<file path="config.mk">
export PLATFORM = sky130hd
export DESIGN_NAME = fwb_top
export DESIGN_NICKNAME = d
export VERILOG_FILES = /design/src/rtl/fwb_pkg.sv /design/src/rtl/fwb_top.sv /design/src/rtl/fwb_boot_decode.sv
export SDC_FILE = /design/constraint.sdc
export NUM_CORES = 1
export LEC_CHECK = 0
export BUFFER_PORTS_ARGS = -buffer_cell sky130_fd_sc_hd__buf_2
export CAP_MARGIN = 0
export CELL_PAD_IN_SITES_DETAIL_PLACEMENT = 0
export CELL_PAD_IN_SITES_GLOBAL_PLACEMENT = 1
export CORE_ASPECT_RATIO = 0.7
export CORE_UTILIZATION = 40
export DETAILED_ROUTE_END_ITERATION = 7
export PLACE_DENSITY_LB_ADDON = 0.1
export SYNTH_ARGS = -nofsm -noshare
export SYNTH_HDL_FRONTEND = slang
export SYNTH_HIERARCHICAL = 1
export SYNTH_SLANG_ARGS = --single-unit
</file>
<file path="constraint.sdc">
create_clock -name clk_i -period 3.3 [get_ports clk_i]
set_clock_uncertainty 0.15 [all_clocks]
set_input_delay 0.33 -clock clk_i [delete_from_list [all_inputs] [get_ports clk_i]]
set_output_delay 0.33 -clock clk_i [all_outputs]
set_load 0.1 [all_outputs]
</file>
<file path="src/rtl/fwb_pkg.sv">
// package: register map, field layout and start-up encodings of the flash write and boot block
package fwb_pkg;

    // ****************************************************************
    // register byte addresses on the cpu register port
    // ****************************************************************
    localparam logic [23:0] FWB_IBAR_ADDR  = 24'hff_f940;
    localparam logic [23:0] FWB_IBDR_ADDR  = 24'hff_f942;
    localparam logic [23:0] FWB_WER0_ADDR  = 24'hff_f944;
    localparam logic [23:0] FWB_WER1_ADDR  = 24'hff_f946;
    localparam logic [23:0] FWB_CTRL_ADDR  = 24'hff_f94c;
    localparam logic [23:0] FWB_STAT_ADDR  = 24'hff_f94e;
    localparam logic [23:0] FWB_AR0_ADDR   = 24'hff_f964;
    localparam logic [23:0] FWB_AR1_ADDR   = 24'hff_f966;

    // ****************************************************************
    // program flash window and section layout
    // ****************************************************************
    localparam int          FWB_AW         = 24;
    localparam int          FWB_DW         = 16;
    localparam logic [5:0]  FWB_MAIN_TOP   = 6'h00;   // addr[23:18] of the 256k program space
    localparam int          FWB_BLK_BIT    = 17;      // selects main block 0 or 1
    localparam int          FWB_SEC_LO     = 13;      // 8k-byte sections
    localparam int          FWB_KB_SHIFT   = 10;      // boot region counted in 1024-byte blocks

    // ****************************************************************
    // information block words and fields
    // ****************************************************************
    localparam logic [7:0]  FWB_FUNC_WADDR = 8'h7e;
    localparam logic [7:0]  FWB_PROT_WADDR = 8'hfe;
    localparam int          FWB_INFO1_BIT  = 7;       // info addresses 080h..0ffh are block one
    localparam int          FWB_INFO_WE    = 15;      // wer1 bit that guards info block one
    localparam int          FWB_XCVR_BIT   = 0;       // transceiver power control in function word
    localparam int          FWB_BSZ_LO     = 0;       // boot_region_size [2:0]
    localparam int          FWB_EMPTY_LO   = 3;       // blank indicator [5:3]
    localparam int          FWB_LSEL_LO    = 6;       // loader_select [8:6]
    localparam int          FWB_RDL_LO     = 9;       // read_lock_field [11:9]
    localparam int          FWB_WRL_LO     = 12;      // write_lock_field [14:12]
    localparam logic [2:0]  FWB_NO_BOOT    = 3'h7;

    // ****************************************************************
    // control and status bits
    // ****************************************************************
    localparam int          FWB_CTRL_PE    = 5;       // program_enable_bit
    localparam int          FWB_STAT_PROGRAM_ERROR_FLAG  = 2;       // program_error_flag, write one to clear
    localparam int          FWB_STAT_BUSY  = 3;       // flash_busy_flag
    localparam int          FWB_STAT_FULL  = 4;       // request_queue_full_flag

    // start-up sequencer
    typedef enum logic [2:0] {
        FWB_ST_FUNC  = 3'b000,
        FWB_ST_FWAIT = 3'b001,
        FWB_ST_PROT  = 3'b010,
        FWB_ST_PWAIT = 3'b011,
        FWB_ST_DONE  = 3'b100
    } fwb_boot_st_t;

endpackage

</file>
<file path="src/rtl/fwb_top.sv">
// flash write sequencer with boot-time configuration word decode
`timescale 1ns/1ps
`default_nettype none
module fwb_top
    import fwb_pkg::*;
(
    // clock and reset
    input  wire logic                 clk_i,
    input  wire logic                 rstn_i,
    // cpu register and flash write port
    input  wire logic                 cpu_sel_i,
    input  wire logic                 cpu_wr_i,
    input  wire logic                 cpu_word_i,
    input  wire logic [FWB_AW-1:0]    cpu_addr_i,
    input  wire logic [FWB_DW-1:0]    cpu_wdata_i,
    output logic      [FWB_DW-1:0]    cpu_rdata_o,
    // flash array program port
    output logic                      fl_prog_o,
    output logic                      fl_info_o,
    output logic      [FWB_AW-1:0]    fl_addr_o,
    output logic      [FWB_DW-1:0]    fl_data_o,
    input  wire logic                 fl_done_i,
    input  wire logic                 fl_fail_i,
    // flash array info read port for the reset-time copy
    output logic                      fl_rd_o,
    output logic      [7:0]           fl_rd_addr_o,
    input  wire logic                 fl_rd_valid_i,
    input  wire logic [FWB_DW-1:0]    fl_rd_data_i,
    // boot straps and mode
    input  wire logic                 boot_strap_zero_i,
    input  wire logic                 boot_strap_one_i,
    input  wire logic                 development_mode_i,
    // start-up and protection results
    output logic                      boot_done_o,
    output logic                      cpu_run_o,
    output logic                      loader_mode_o,
    output logic                      hold_reset_o,
    output logic      [FWB_AW-1:0]    start_addr_o,
    output logic                      ext_read_allow_o,
    output logic                      dbg_read_allow_o,
    output logic                      xcvr_low_power_o
);

    // ****************************************************************
    // state
    // ****************************************************************
    logic [7:0]        ibar_r;
    logic [15:0]       ibdr_r;
    logic [15:0]       wer0_r;
    logic [15:0]       wer1_r;
    logic              pe_r;
    logic              program_error_flag_r;
    logic [15:0]       ar0_r;
    logic [15:0]       ar1_r;
    fwb_boot_st_t      bst_r;
    logic              strap0_r;
    logic              strap1_r;

    logic              ex_vld_r;
    logic              ex_sent_r;
    logic              ex_info_r;
    logic [23:0]       ex_addr_r;
    logic [15:0]       ex_data_r;
    logic              pq_vld_r;
    logic              pq_info_r;
    logic [23:0]       pq_addr_r;
    logic [15:0]       pq_data_r;

    logic              wr_allow;
    logic              rd_allow;
    logic [23:0]       boot_end;
    logic              dec_loader;
    logic              dec_hold;
    logic [23:0]       dec_start;

    // ****************************************************************
    // protection word decode
    // ****************************************************************
    fwb_boot_decode u_dec (
        .prot_word_i (ar1_r),
        .strap0_i    (strap0_r),
        .strap1_i    (strap1_r),
        .dev_mode_i  (development_mode_i),
        .wr_allow_o  (wr_allow),
        .rd_allow_o  (rd_allow),
        .boot_end_o  (boot_end),
        .loader_o    (dec_loader),
        .hold_o      (dec_hold),
        .start_o     (dec_start)
    );

    // ****************************************************************
    // request qualification
    // ****************************************************************
    logic        acc_wr;
    logic        main_hit;
    logic        ibdr_hit;
    logic [15:0] sec_en;
    logic        main_ok;
    logic        info_ok;
    logic        req;
    logic        req_info;
    logic [23:0] req_addr;

    always_comb begin
        acc_wr   = cpu_sel_i & cpu_wr_i & (bst_r == FWB_ST_DONE);
        main_hit = acc_wr & (cpu_addr_i[23:18] == FWB_MAIN_TOP);
        ibdr_hit = acc_wr & (cpu_addr_i == FWB_IBDR_ADDR);
        sec_en   = cpu_addr_i[FWB_BLK_BIT] ? wer1_r : wer0_r;
        // misaligned or byte writes never reach the array
        main_ok  = pe_r & wr_allow & cpu_word_i & ~cpu_addr_i[0]
                 & sec_en[cpu_addr_i[FWB_SEC_LO +: 4]]
                 & (cpu_addr_i >= boot_end);
        info_ok  = pe_r & wr_allow & cpu_word_i & wer1_r[FWB_INFO_WE]
                 & ibar_r[FWB_INFO1_BIT];
        req      = (main_hit & main_ok) | (ibdr_hit & info_ok);
        req_info = ibdr_hit;
        req_addr = ibdr_hit ? {16'h0000, ibar_r} : cpu_addr_i;
    end

    // ****************************************************************
    // two-deep program pipeline: executing slot and queued slot
    // ****************************************************************
    logic ex_free;
    logic pq_move;

    always_comb begin
        // the executing slot frees when the array finishes and nothing waits
        ex_free = ~ex_vld_r | (fl_done_i & ~pq_vld_r);
        pq_move = ex_vld_r & fl_done_i & pq_vld_r;
    end

    // executing slot and the one-cycle program strobe
    always_ff @(posedge clk_i) begin
        if (!rstn_i) begin
            ex_vld_r  <= 1'b0;
            ex_sent_r <= 1'b0;
            ex_info_r <= 1'b0;
            ex_addr_r <= 24'h00_0000;
            ex_data_r <= 16'h0000;
            fl_prog_o <= 1'b0;
            fl_info_o <= 1'b0;
            fl_addr_o <= 24'h00_0000;
            fl_data_o <= 16'h0000;
        end else begin
            fl_prog_o <= 1'b0;
            if (pq_move) begin
                ex_sent_r <= 1'b0;
                ex_info_r <= pq_info_r;
                ex_addr_r <= pq_addr_r;
                ex_data_r <= pq_data_r;
            end else if (req && ex_free) begin
                ex_vld_r  <= 1'b1;
                ex_sent_r <= 1'b0;
                ex_info_r <= req_info;
                ex_addr_r <= req_addr;
                ex_data_r <= cpu_wdata_i;
            end else if (ex_vld_r && fl_done_i) begin
                ex_vld_r  <= 1'b0;
            end else if (ex_vld_r && !ex_sent_r) begin
                ex_sent_r <= 1'b1;
                fl_prog_o <= 1'b1;
                fl_info_o <= ex_info_r;
                fl_addr_o <= ex_addr_r;
                fl_data_o <= ex_data_r;
            end
        end
    end

    // queued slot; a request while both slots are taken is dropped unless the array finishes in that cycle
    always_ff @(posedge clk_i) begin
        if (!rstn_i) begin
            pq_vld_r  <= 1'b0;
            pq_info_r <= 1'b0;
            pq_addr_r <= 24'h00_0000;
            pq_data_r <= 16'h0000;
        end else if (req && !ex_free && (!pq_vld_r || pq_move)) begin
            pq_vld_r  <= 1'b1;
            pq_info_r <= req_info;
            pq_addr_r <= req_addr;
            pq_data_r <= cpu_wdata_i;
        end else if (pq_move) begin
            pq_vld_r  <= 1'b0;
        end
    end

    // sticky error: a failure in the clearing cycle still sets the flag
    always_ff @(posedge clk_i) begin
        if (!rstn_i) begin
            program_error_flag_r <= 1'b0;
        end else if (ex_vld_r && fl_done_i && fl_fail_i) begin
            program_error_flag_r <= 1'b1;
        end else if (acc_wr && cpu_addr_i == FWB_STAT_ADDR && cpu_wdata_i[FWB_STAT_PROGRAM_ERROR_FLAG]) begin
            program_error_flag_r <= 1'b0;
        end
    end

    // ****************************************************************
    // software-written registers
    // ****************************************************************
    always_ff @(posedge clk_i) begin
        if (!rstn_i) begin
            ibar_r <= 8'h00;
            ibdr_r <= 16'h0000;
            wer0_r <= 16'h0000;
            wer1_r <= 16'h0000;
            pe_r   <= 1'b0;
        end else if (acc_wr) begin
            case (cpu_addr_i)
                FWB_IBAR_ADDR: ibar_r <= {cpu_wdata_i[7:1], 1'b0};
                FWB_IBDR_ADDR: ibdr_r <= cpu_wdata_i;
                FWB_WER0_ADDR: wer0_r <= cpu_wdata_i;
                FWB_WER1_ADDR: wer1_r <= cpu_wdata_i;
                FWB_CTRL_ADDR: pe_r   <= cpu_wdata_i[FWB_CTRL_PE];
                default:       ;
            endcase
        end
    end

    // registered read data; unmapped addresses read zero
    always_ff @(posedge clk_i) begin
        if (!rstn_i) begin
            cpu_rdata_o <= 16'h0000;
        end else if (cpu_sel_i && !cpu_wr_i) begin
            case (cpu_addr_i)
                FWB_IBAR_ADDR: cpu_rdata_o <= {8'h00, ibar_r};
                FWB_IBDR_ADDR: cpu_rdata_o <= ibdr_r;
                FWB_WER0_ADDR: cpu_rdata_o <= wer0_r;
                FWB_WER1_ADDR: cpu_rdata_o <= wer1_r;
                FWB_CTRL_ADDR: cpu_rdata_o <= 16'(pe_r) << FWB_CTRL_PE;
                FWB_STAT_ADDR: cpu_rdata_o <= (16'(program_error_flag_r) << FWB_STAT_PROGRAM_ERROR_FLAG)
                                            | (16'(ex_vld_r) << FWB_STAT_BUSY)
                                            | (16'(pq_vld_r) << FWB_STAT_FULL);
                FWB_AR0_ADDR:  cpu_rdata_o <= ar0_r;
                FWB_AR1_ADDR:  cpu_rdata_o <= ar1_r;
                default:       cpu_rdata_o <= 16'h0000;
            endcase
        end
    end

    // ****************************************************************
    // reset-time copy of the two configuration words
    // ****************************************************************
    always_ff @(posedge clk_i) begin
        if (!rstn_i) begin
            bst_r        <= FWB_ST_FUNC;
            fl_rd_o      <= 1'b0;
            fl_rd_addr_o <= 8'h00;
            ar0_r        <= 16'h0000;
            ar1_r        <= 16'h0000;
        end else begin
            fl_rd_o <= 1'b0;
            case (bst_r)
                FWB_ST_FUNC: begin
                    fl_rd_o      <= 1'b1;
                    fl_rd_addr_o <= FWB_FUNC_WADDR;
                    bst_r        <= FWB_ST_FWAIT;
                end
                FWB_ST_FWAIT: begin
                    if (fl_rd_valid_i) begin
                        ar0_r <= fl_rd_data_i;
                        bst_r <= FWB_ST_PROT;
                    end
                end
                FWB_ST_PROT: begin
                    fl_rd_o      <= 1'b1;
                    fl_rd_addr_o <= FWB_PROT_WADDR;
                    bst_r        <= FWB_ST_PWAIT;
                end
                FWB_ST_PWAIT: begin
                    if (fl_rd_valid_i) begin
                        ar1_r <= fl_rd_data_i;
                        bst_r <= FWB_ST_DONE;
                    end
                end
                FWB_ST_DONE: ;   // later writes to the word wait for the next reset
                default: bst_r <= FWB_ST_FUNC;
            endcase
        end
    end

    // straps are sampled after reset release, while the words are read
    always_ff @(posedge clk_i) begin
        if (!rstn_i) begin
            strap0_r <= 1'b0;
            strap1_r <= 1'b0;
        end else if (bst_r == FWB_ST_FUNC) begin
            strap0_r <= boot_strap_zero_i;
            strap1_r <= boot_strap_one_i;
        end
    end

    // ****************************************************************
    // start-up and protection outputs
    // ****************************************************************
    always_ff @(posedge clk_i) begin
        if (!rstn_i) begin
            boot_done_o      <= 1'b0;
            cpu_run_o        <= 1'b0;
            loader_mode_o    <= 1'b0;
            hold_reset_o     <= 1'b1;
            start_addr_o     <= 24'h00_0000;
            ext_read_allow_o <= 1'b0;
            dbg_read_allow_o <= 1'b0;
            xcvr_low_power_o <= 1'b1;
        end else if (bst_r == FWB_ST_DONE) begin
            boot_done_o      <= 1'b1;
            cpu_run_o        <= ~dec_hold;
            loader_mode_o    <= dec_loader;
            hold_reset_o     <= dec_hold;
            start_addr_o     <= dec_start;
            ext_read_allow_o <= ar1_r[FWB_RDL_LO] & ar1_r[FWB_RDL_LO+1] |
                                ar1_r[FWB_RDL_LO] & ar1_r[FWB_RDL_LO+2] |
                                ar1_r[FWB_RDL_LO+1] & ar1_r[FWB_RDL_LO+2];
            dbg_read_allow_o <= rd_allow;
            xcvr_low_power_o <= ~ar0_r[FWB_XCVR_BIT];
        end
    end

endmodule // fwb_top
`default_nettype wire

</file>
<file path="src/rtl/fwb_boot_decode.sv">
// boot decode: majority votes of the protection word and start-up mode selection
`timescale 1ns/1ps
`default_nettype none
module fwb_boot_decode
    import fwb_pkg::*;
(
    // protection word, strap levels and development mode
    input  wire logic [15:0]  prot_word_i,
    input  wire logic         strap0_i,
    input  wire logic         strap1_i,
    input  wire logic         dev_mode_i,
    // decoded results
    output logic              wr_allow_o,
    output logic              rd_allow_o,
    output logic [23:0]       boot_end_o,
    output logic              loader_o,
    output logic              hold_o,
    output logic [23:0]       start_o
);

    // ****************************************************************
    // majority vote of each three-bit field except boot_region_size
    // ****************************************************************
    logic [3:0] maj;
    genvar g;
    generate
        for (g = 0; g < 4; g++) begin : g_maj
            localparam int LO = FWB_EMPTY_LO + 3 * g;   // empty, lsel, rdlock, wrlock
            // two of three set reads as set, so one flipped bit cannot change the mode
            assign maj[g] = (prot_word_i[LO] & prot_word_i[LO+1]) |
                            (prot_word_i[LO] & prot_word_i[LO+2]) |
                            (prot_word_i[LO+1] & prot_word_i[LO+2]);
        end
    endgenerate

    logic [2:0] bsz;
    logic       boot_def;
    logic       loader_req;

    // ****************************************************************
    // boot region, protection and start-up choice
    // ****************************************************************
    always_comb begin
        bsz        = prot_word_i[FWB_BSZ_LO +: 3];
        boot_def   = (bsz != FWB_NO_BOOT);
        boot_end_o = {11'h000, ~bsz, 10'h000};
        rd_allow_o = maj[2] & maj[3];
        wr_allow_o = maj[3];
        // both straps high with blank flash, or strap pattern 0/1 alone
        loader_req = (strap0_i & strap1_i & maj[0])
                   | (~strap0_i & strap1_i);
        loader_o   = 1'b0;
        hold_o     = 1'b0;
        start_o    = 24'h00_0000;
        if (dev_mode_i) begin
            start_o = 24'h00_0000;
        end else if (!loader_req) begin
            start_o = maj[1] ? boot_end_o : 24'h00_0000;
        end else if (maj[1] && boot_def) begin
            loader_o = 1'b1;
            start_o  = boot_end_o;
        end else begin
            hold_o   = 1'b1;
        end
    end

endmodule // fwb_boot_decode
`default_nettype wire

</file>
After elaboration in Yosys (flattened, before gate mapping)

Cells that the tools add are included.

Output and inout port bits: 98
ROM bits: 0
Logic and storage cells: 178
Bits in writable memories: 0
Input bits: 67
Memories: 0
Bits in latches: 0
Bits in registers: 277

Multiply operators: 0
Div/mod/pow operators: 0
Reduce and logical (&&, ||, !) cells: 36
Mux-type cells: 33
Equal/unequal tests: 15
$lt $le $gt $ge: 2
Add/sub/neg operators: 0
Bitwise gates (word level): 57
Shift-type cells: 0

Operators with widths:

| cell                                                 | count |
|---|---|
| equality test 24 bit (second input constant)         | 8 |
| case mux 16 bit (8 select lines)                     | 1 |
| 2-to-1 mux 24 bit                                    | 5 |
| 2-to-1 mux 16 bit                                    | 3 |
| bitwise AND 1 bit                                    | 32 |
| 2-to-1 mux 13 bit                                    | 2 |
| >= comparator 24 x 13 -> 1 bit                       | 1 |
| AND reduction 2 bit                                  | 9 |
| 2-to-1 mux 1 bit                                     | 17 |
| case mux 8 bit (2 select lines)                      | 1 |
| case mux 3 bit (5 select lines)                      | 1 |
| NOT 1 bit                                            | 11 |
| OR 1 bit                                             | 11 |
| logical AND 1 bit                                    | 10 |
| nonzero test 2 bit                                   | 5 |
| equality test 3 x 2 -> 1 bit (second input constant) | 2 |
| zero test 6 bit                                      | 1 |
| 2-to-1 mux 3 bit                                     | 2 |
| < comparator 4 x 5 -> 1 bit (second input constant)  | 1 |
| OR 4 x 5 -> 5 bit                                    | 1 |
| binary-select mux 1 bit (select 4 bit)               | 1 |
| zero test 1 bit                                      | 4 |
| inequality test 2 bit (second input constant)        | 2 |
| OR 3 x 4 -> 4 bit                                    | 1 |
| other kinds (11)                                     | 11 |

Longest topological paths before layout

Depth after elaboration: 13
Mapped depth: 12
Gate-level depth less buffers: 10

Modules after synthesis

The synthesis kept the hierarchy.

By module, submodules not included:

| module          | seq. area each (µm²) | area an instance (µm²) | cells each | times used |
|---|---|---|---|---|
| fwb_top         | 5425.2               | 11788.8                | 1409       | 1 |
| fwb_boot_decode | 0.0                  | 436.7                  | 63         | 1 |

Least setup slack after synthesis

No wires, ideal clock.

Path type: input to register
Start: input port cpu_addr_i[13]
End: register ex_addr_r[10]
Required time: 3062 ps
Slack: 595 ps
Stages on the path: 10
Arrival: 2467 ps
Library setup time: 88 ps
Buffers on the path: 3
Cells stage by stage: buf_4 > mux4_2 > mux4_2 > nand4_1 > o31ai_2 > o211a_1 > or2_1 > buf_4 > buf_6 > a311oi_2

Cells in the longest elaborated chain, start to end: 8
Elaborated cells between the ends (all ways): 15
Classes of those cells: order compare (1); eq/ne (1); mux (5); bitwise (6); reduce/logical (2)

RTL lines:

| element                                                                                | line           | RTL |
|---|---|---|
| start, declared                                                                        | fwb_top.sv:14  | `input wire logic [FWB_AW-1:0] cpu_addr_i,` |
| parallel branches: the longest is 8 deep, another holds >= comparator 24 x 13 -> 1 bit | n/a            |  |
| end signal, assigned                                                                   | fwb_top.sv:150 | `ex_addr_r <= pq_addr_r;` |
| end signal, assigned                                                                   | fwb_top.sv:156 | `ex_addr_r <= req_addr;` |
| end, declared                                                                          | fwb_top.sv:62  | `logic [23:0] ex_addr_r;` |

Several ways; the timed one is not identified. The select of a mux whose other input is x is not followed.
A chain may end at the register's enable or synchronous reset.

Worst setup path after layout

Start: input port cpu_addr_i[9]
End: register pq_data_r[5]

Cells in the longest elaborated chain, start to end: 6
Elaborated cells between the ends (all ways): 9
Classes of those cells: order compare (1); eq/ne (1); bitwise (5); reduce/logical (2)

RTL lines:

| element                                                                | line                           | RTL |
|---|---|---|
| >= comparator 24 x 13 -> 1 bit or equality test 24 bit (tied branches) | fwb_top.sv:113, fwb_top.sv:108 |  |
| bitwise AND 1 bit (on tied branches)                                   | fwb_top.sv:113, fwb_top.sv:108 |  |
| bitwise AND 1 bit                                                      | fwb_top.sv:116                 | `req = (main_hit & main_ok) \| (ibdr_hit & info_ok);` |
| OR 1 bit (*)                                                           | fwb_top.sv:116                 |  |
| logical AND 1 bit (*) (2 in series)                                    | fwb_top.sv:177                 | `end else if (req && !ex_free && (!pq_vld_r \|\| pq_move)) begin` |
| end signal, assigned                                                   | fwb_top.sv:181                 | `pq_data_r <= cpu_wdata_i;` |
| end, declared                                                          | fwb_top.sv:67                  | `logic [15:0] pq_data_r;` |

Mark *: on every way between the ends. The rest lies on a longest branch, timed or not.

==> run summary <==
CTS Buf Count: 28
Mapped Cells: 1472
Initial DRC Count: 714
fraction of registers with async set or reset after synthesis: 0
Post-DP Area: 13300 um^2
layout net count: 1734
CTS tree: built
core area: 30000 um^2
crit path kind: in -> reg
syn_area_per_cell: 8.31 um^2
Setup Total Neg Slack: 0 ns
Worst Hold Slack: 0.0417 ns
final setup vio count: 0
die area: 31300 um^2
global-route wire length before repair: 57600 um
Max Cap Viol: 0
number of diodes: 0
Rows: 53
VDD IR max: 0.333 mV
post-DP HPWL: 25800 um
antenna viol nets, final: 0
GRT Util Overall: 0.235
sequential area share after synthesis: 0.444
I/O pins: 165
yosys warns: 6
layout cells sized above 1: 0.175
Sequential Area: 5430 um^2
fmax: 0.331 GHz
initial antenna violation count: 0
Starting Density: 0.407
Post-synth EDFFs: 0
Setup Buffers After CTS: 0
Clock transition at path regs: 0.06 ns
CTS sink cnt: 271
Die Height: 148 um
Tightest Pin Transition: 0.745 ns
largest net degree at the start of global routing: 67
Required @ worst endpoint: 3.63 ns
post-synthesis cell area: 12200 um^2
wire per inst: 17.6 um
Hold Fails Final Rpt: 0
fillers: 3006
final WL: 36500 um
Vias: 10.7k
vias per cell: 5.15
Worst setup SP type: input port
total global routing overflow: 0
status: completed
commonest non-fill, non-tap cell in the layout: nand2_1
Syn-to-layout area delta: 19.8%
Hold WC Path Type: in -> reg
Yosys cell types: 63
Final period util: 0.917
DRC: 0
port bufs: 163
Die X-Extent: 211 um
CTS Root Cell: clkbuf_16
final instance area: 14600 um^2
Worst setup EP type: register
Seq cells post-synth: 271
ys flop type: dfxtp_1
Leakage: 5.56 nW
min Tclk post-route: 3.02 ns
CTS max path bufs: 3
worst skew pair latency: 0.56 ns
vias in the first global route: 10.1k
PwrDens: 465 nW/um^2
RSZ-0062 raised after global routing: false
largest fanout on the critical path: 15
gpl congestion: 0.833
area taken by multi-input logic gates: 6010 um^2
Initial DRT Pass Iterations: 6
CTS H-tree depth: 1
Reg2Reg Depth: 8
Slew headroom: 0.503
fin. max-slew vios: 0
CP arrival: 3.36 ns
Min-Delay Path Depth: 3
commonest non-fill, non-tap cells in the layout: nand2_1 (393), dfxtp_1 (271), a21oi_1 (171), buf_2 (162), mux2i_1 (69)
total power: 0.00680 W
==> routing by layer <==
metal / up-vias / wire, um / share of wire / GRT usage
met1: 5081 / 18400 / 0.50 / 0.353
met4: 0 / 593 / 0.016 / 0.0424
li1: 5308 / - / - / -
met5: - / 0 / 0 / 0
met3: 45 / 2100 / 0.058 / 0.0448
met2: 243 / 15400 / 0.42 / 0.349
==> cell usage after synthesis, types with 18 or more instances <==
cell type | count | area, um^2
nand2_1 | 393 | 1480
dfxtp_1 | 271 | 5430
a21oi_1 | 171 | 856
clkbuf_1 | 84 | 315
mux2i_1 | 69 | 691
nand3_1 | 59 | 295
buf_4 | 53 | 398
nor2_1 | 47 | 176
inv_1 | 38 | 143
nor3_1 | 33 | 165
ha_1 | 24 | 300
o21ai_0 | 21 | 105
a222oi_1 | 19 | 190
a311oi_2 | 18 | 270
==> cell type report <==
class,instances,share of cell area
clock buffer,44,0.0554
clock inverter,3,0.00197
inverter,38,0.0101
multi-input combinational,1047,0.410
sequential,271,0.371
tap,412,0.0352
timing repair buffer,257,0.117
==> power breakdown <==
part           switching (W)  total, W  internal (W)
registers          0.0000137   0.00331       0.00329
clock network        0.00132   0.00299       0.00167
logic               0.000345  0.000505      0.000160
==> what timing repair did <==
action                    4_1_cts  5_1_grt
hold endpoints to repair      116        0
hold buffers                   48        0
gates resized for setup         0        0
==> stage by stage <==
stage	setup WS [ns]	utilization	cells
floorplan	0.595	-	1513
global placement	0.293	0.443	1977
detailed placement	0.208	0.443	1977
CTS	0.298	0.487	2072
global route	0.181	0.487	2072
finish	0.275	0.487	2072
==> sequential cells by signal, indices dropped and copies added, names as in the netlist, 2 cells and up <==
name          count
ar0_r            16
ar1_r            16
bst_r             3
cpu_rdata_o      16
ex_addr_r        24
ex_data_r        16
fl_addr_o        24
fl_data_o        16
fl_rd_addr_o      2
ibar_r            7
ibdr_r           16
pq_addr_r        24
pq_data_r        16
start_addr_o     24
wer0_r           16
wer1_r           16
==> worst max-delay path: stages <==
cell	delay, ns
dlygate4sd3_1	0.53
buf_2	0.17
or3b_1	0.40
nor4_2	0.27
nand4_2	0.16
or3_1	0.46
o2bb2ai_4	0.54
buf_12	0.25
mux2i_1	0.22
==> kinds of logic after synthesis <==
logic type / after synthesis / share of synthesized area
buffers and inverters: 195 / 0.0795
xor gates and xnor gates: 1 / 0.000717
muxes: 79 / 0.0740
AOI/OAI and AO/OA: 294 / 0.159
adders and majority gates: 27 / 0.0273
DFF: 271 / 0.444
other: 2 / 0.000614
and+or+nand+nor: 603 / 0.215
==> worst paths after layout <==
check            startpoint            end  slack (ns)
min          cpu_addr_i[14]  pq_addr_r[14]        0.04
max           cpu_addr_i[9]   pq_data_r[5]        0.28
max reg2reg        bst_r[0]   pq_data_r[5]        0.32
min reg2reg    pq_addr_r[0]   pq_addr_r[0]        0.30
Note: power is estimated with default switching activity, not from simulation.
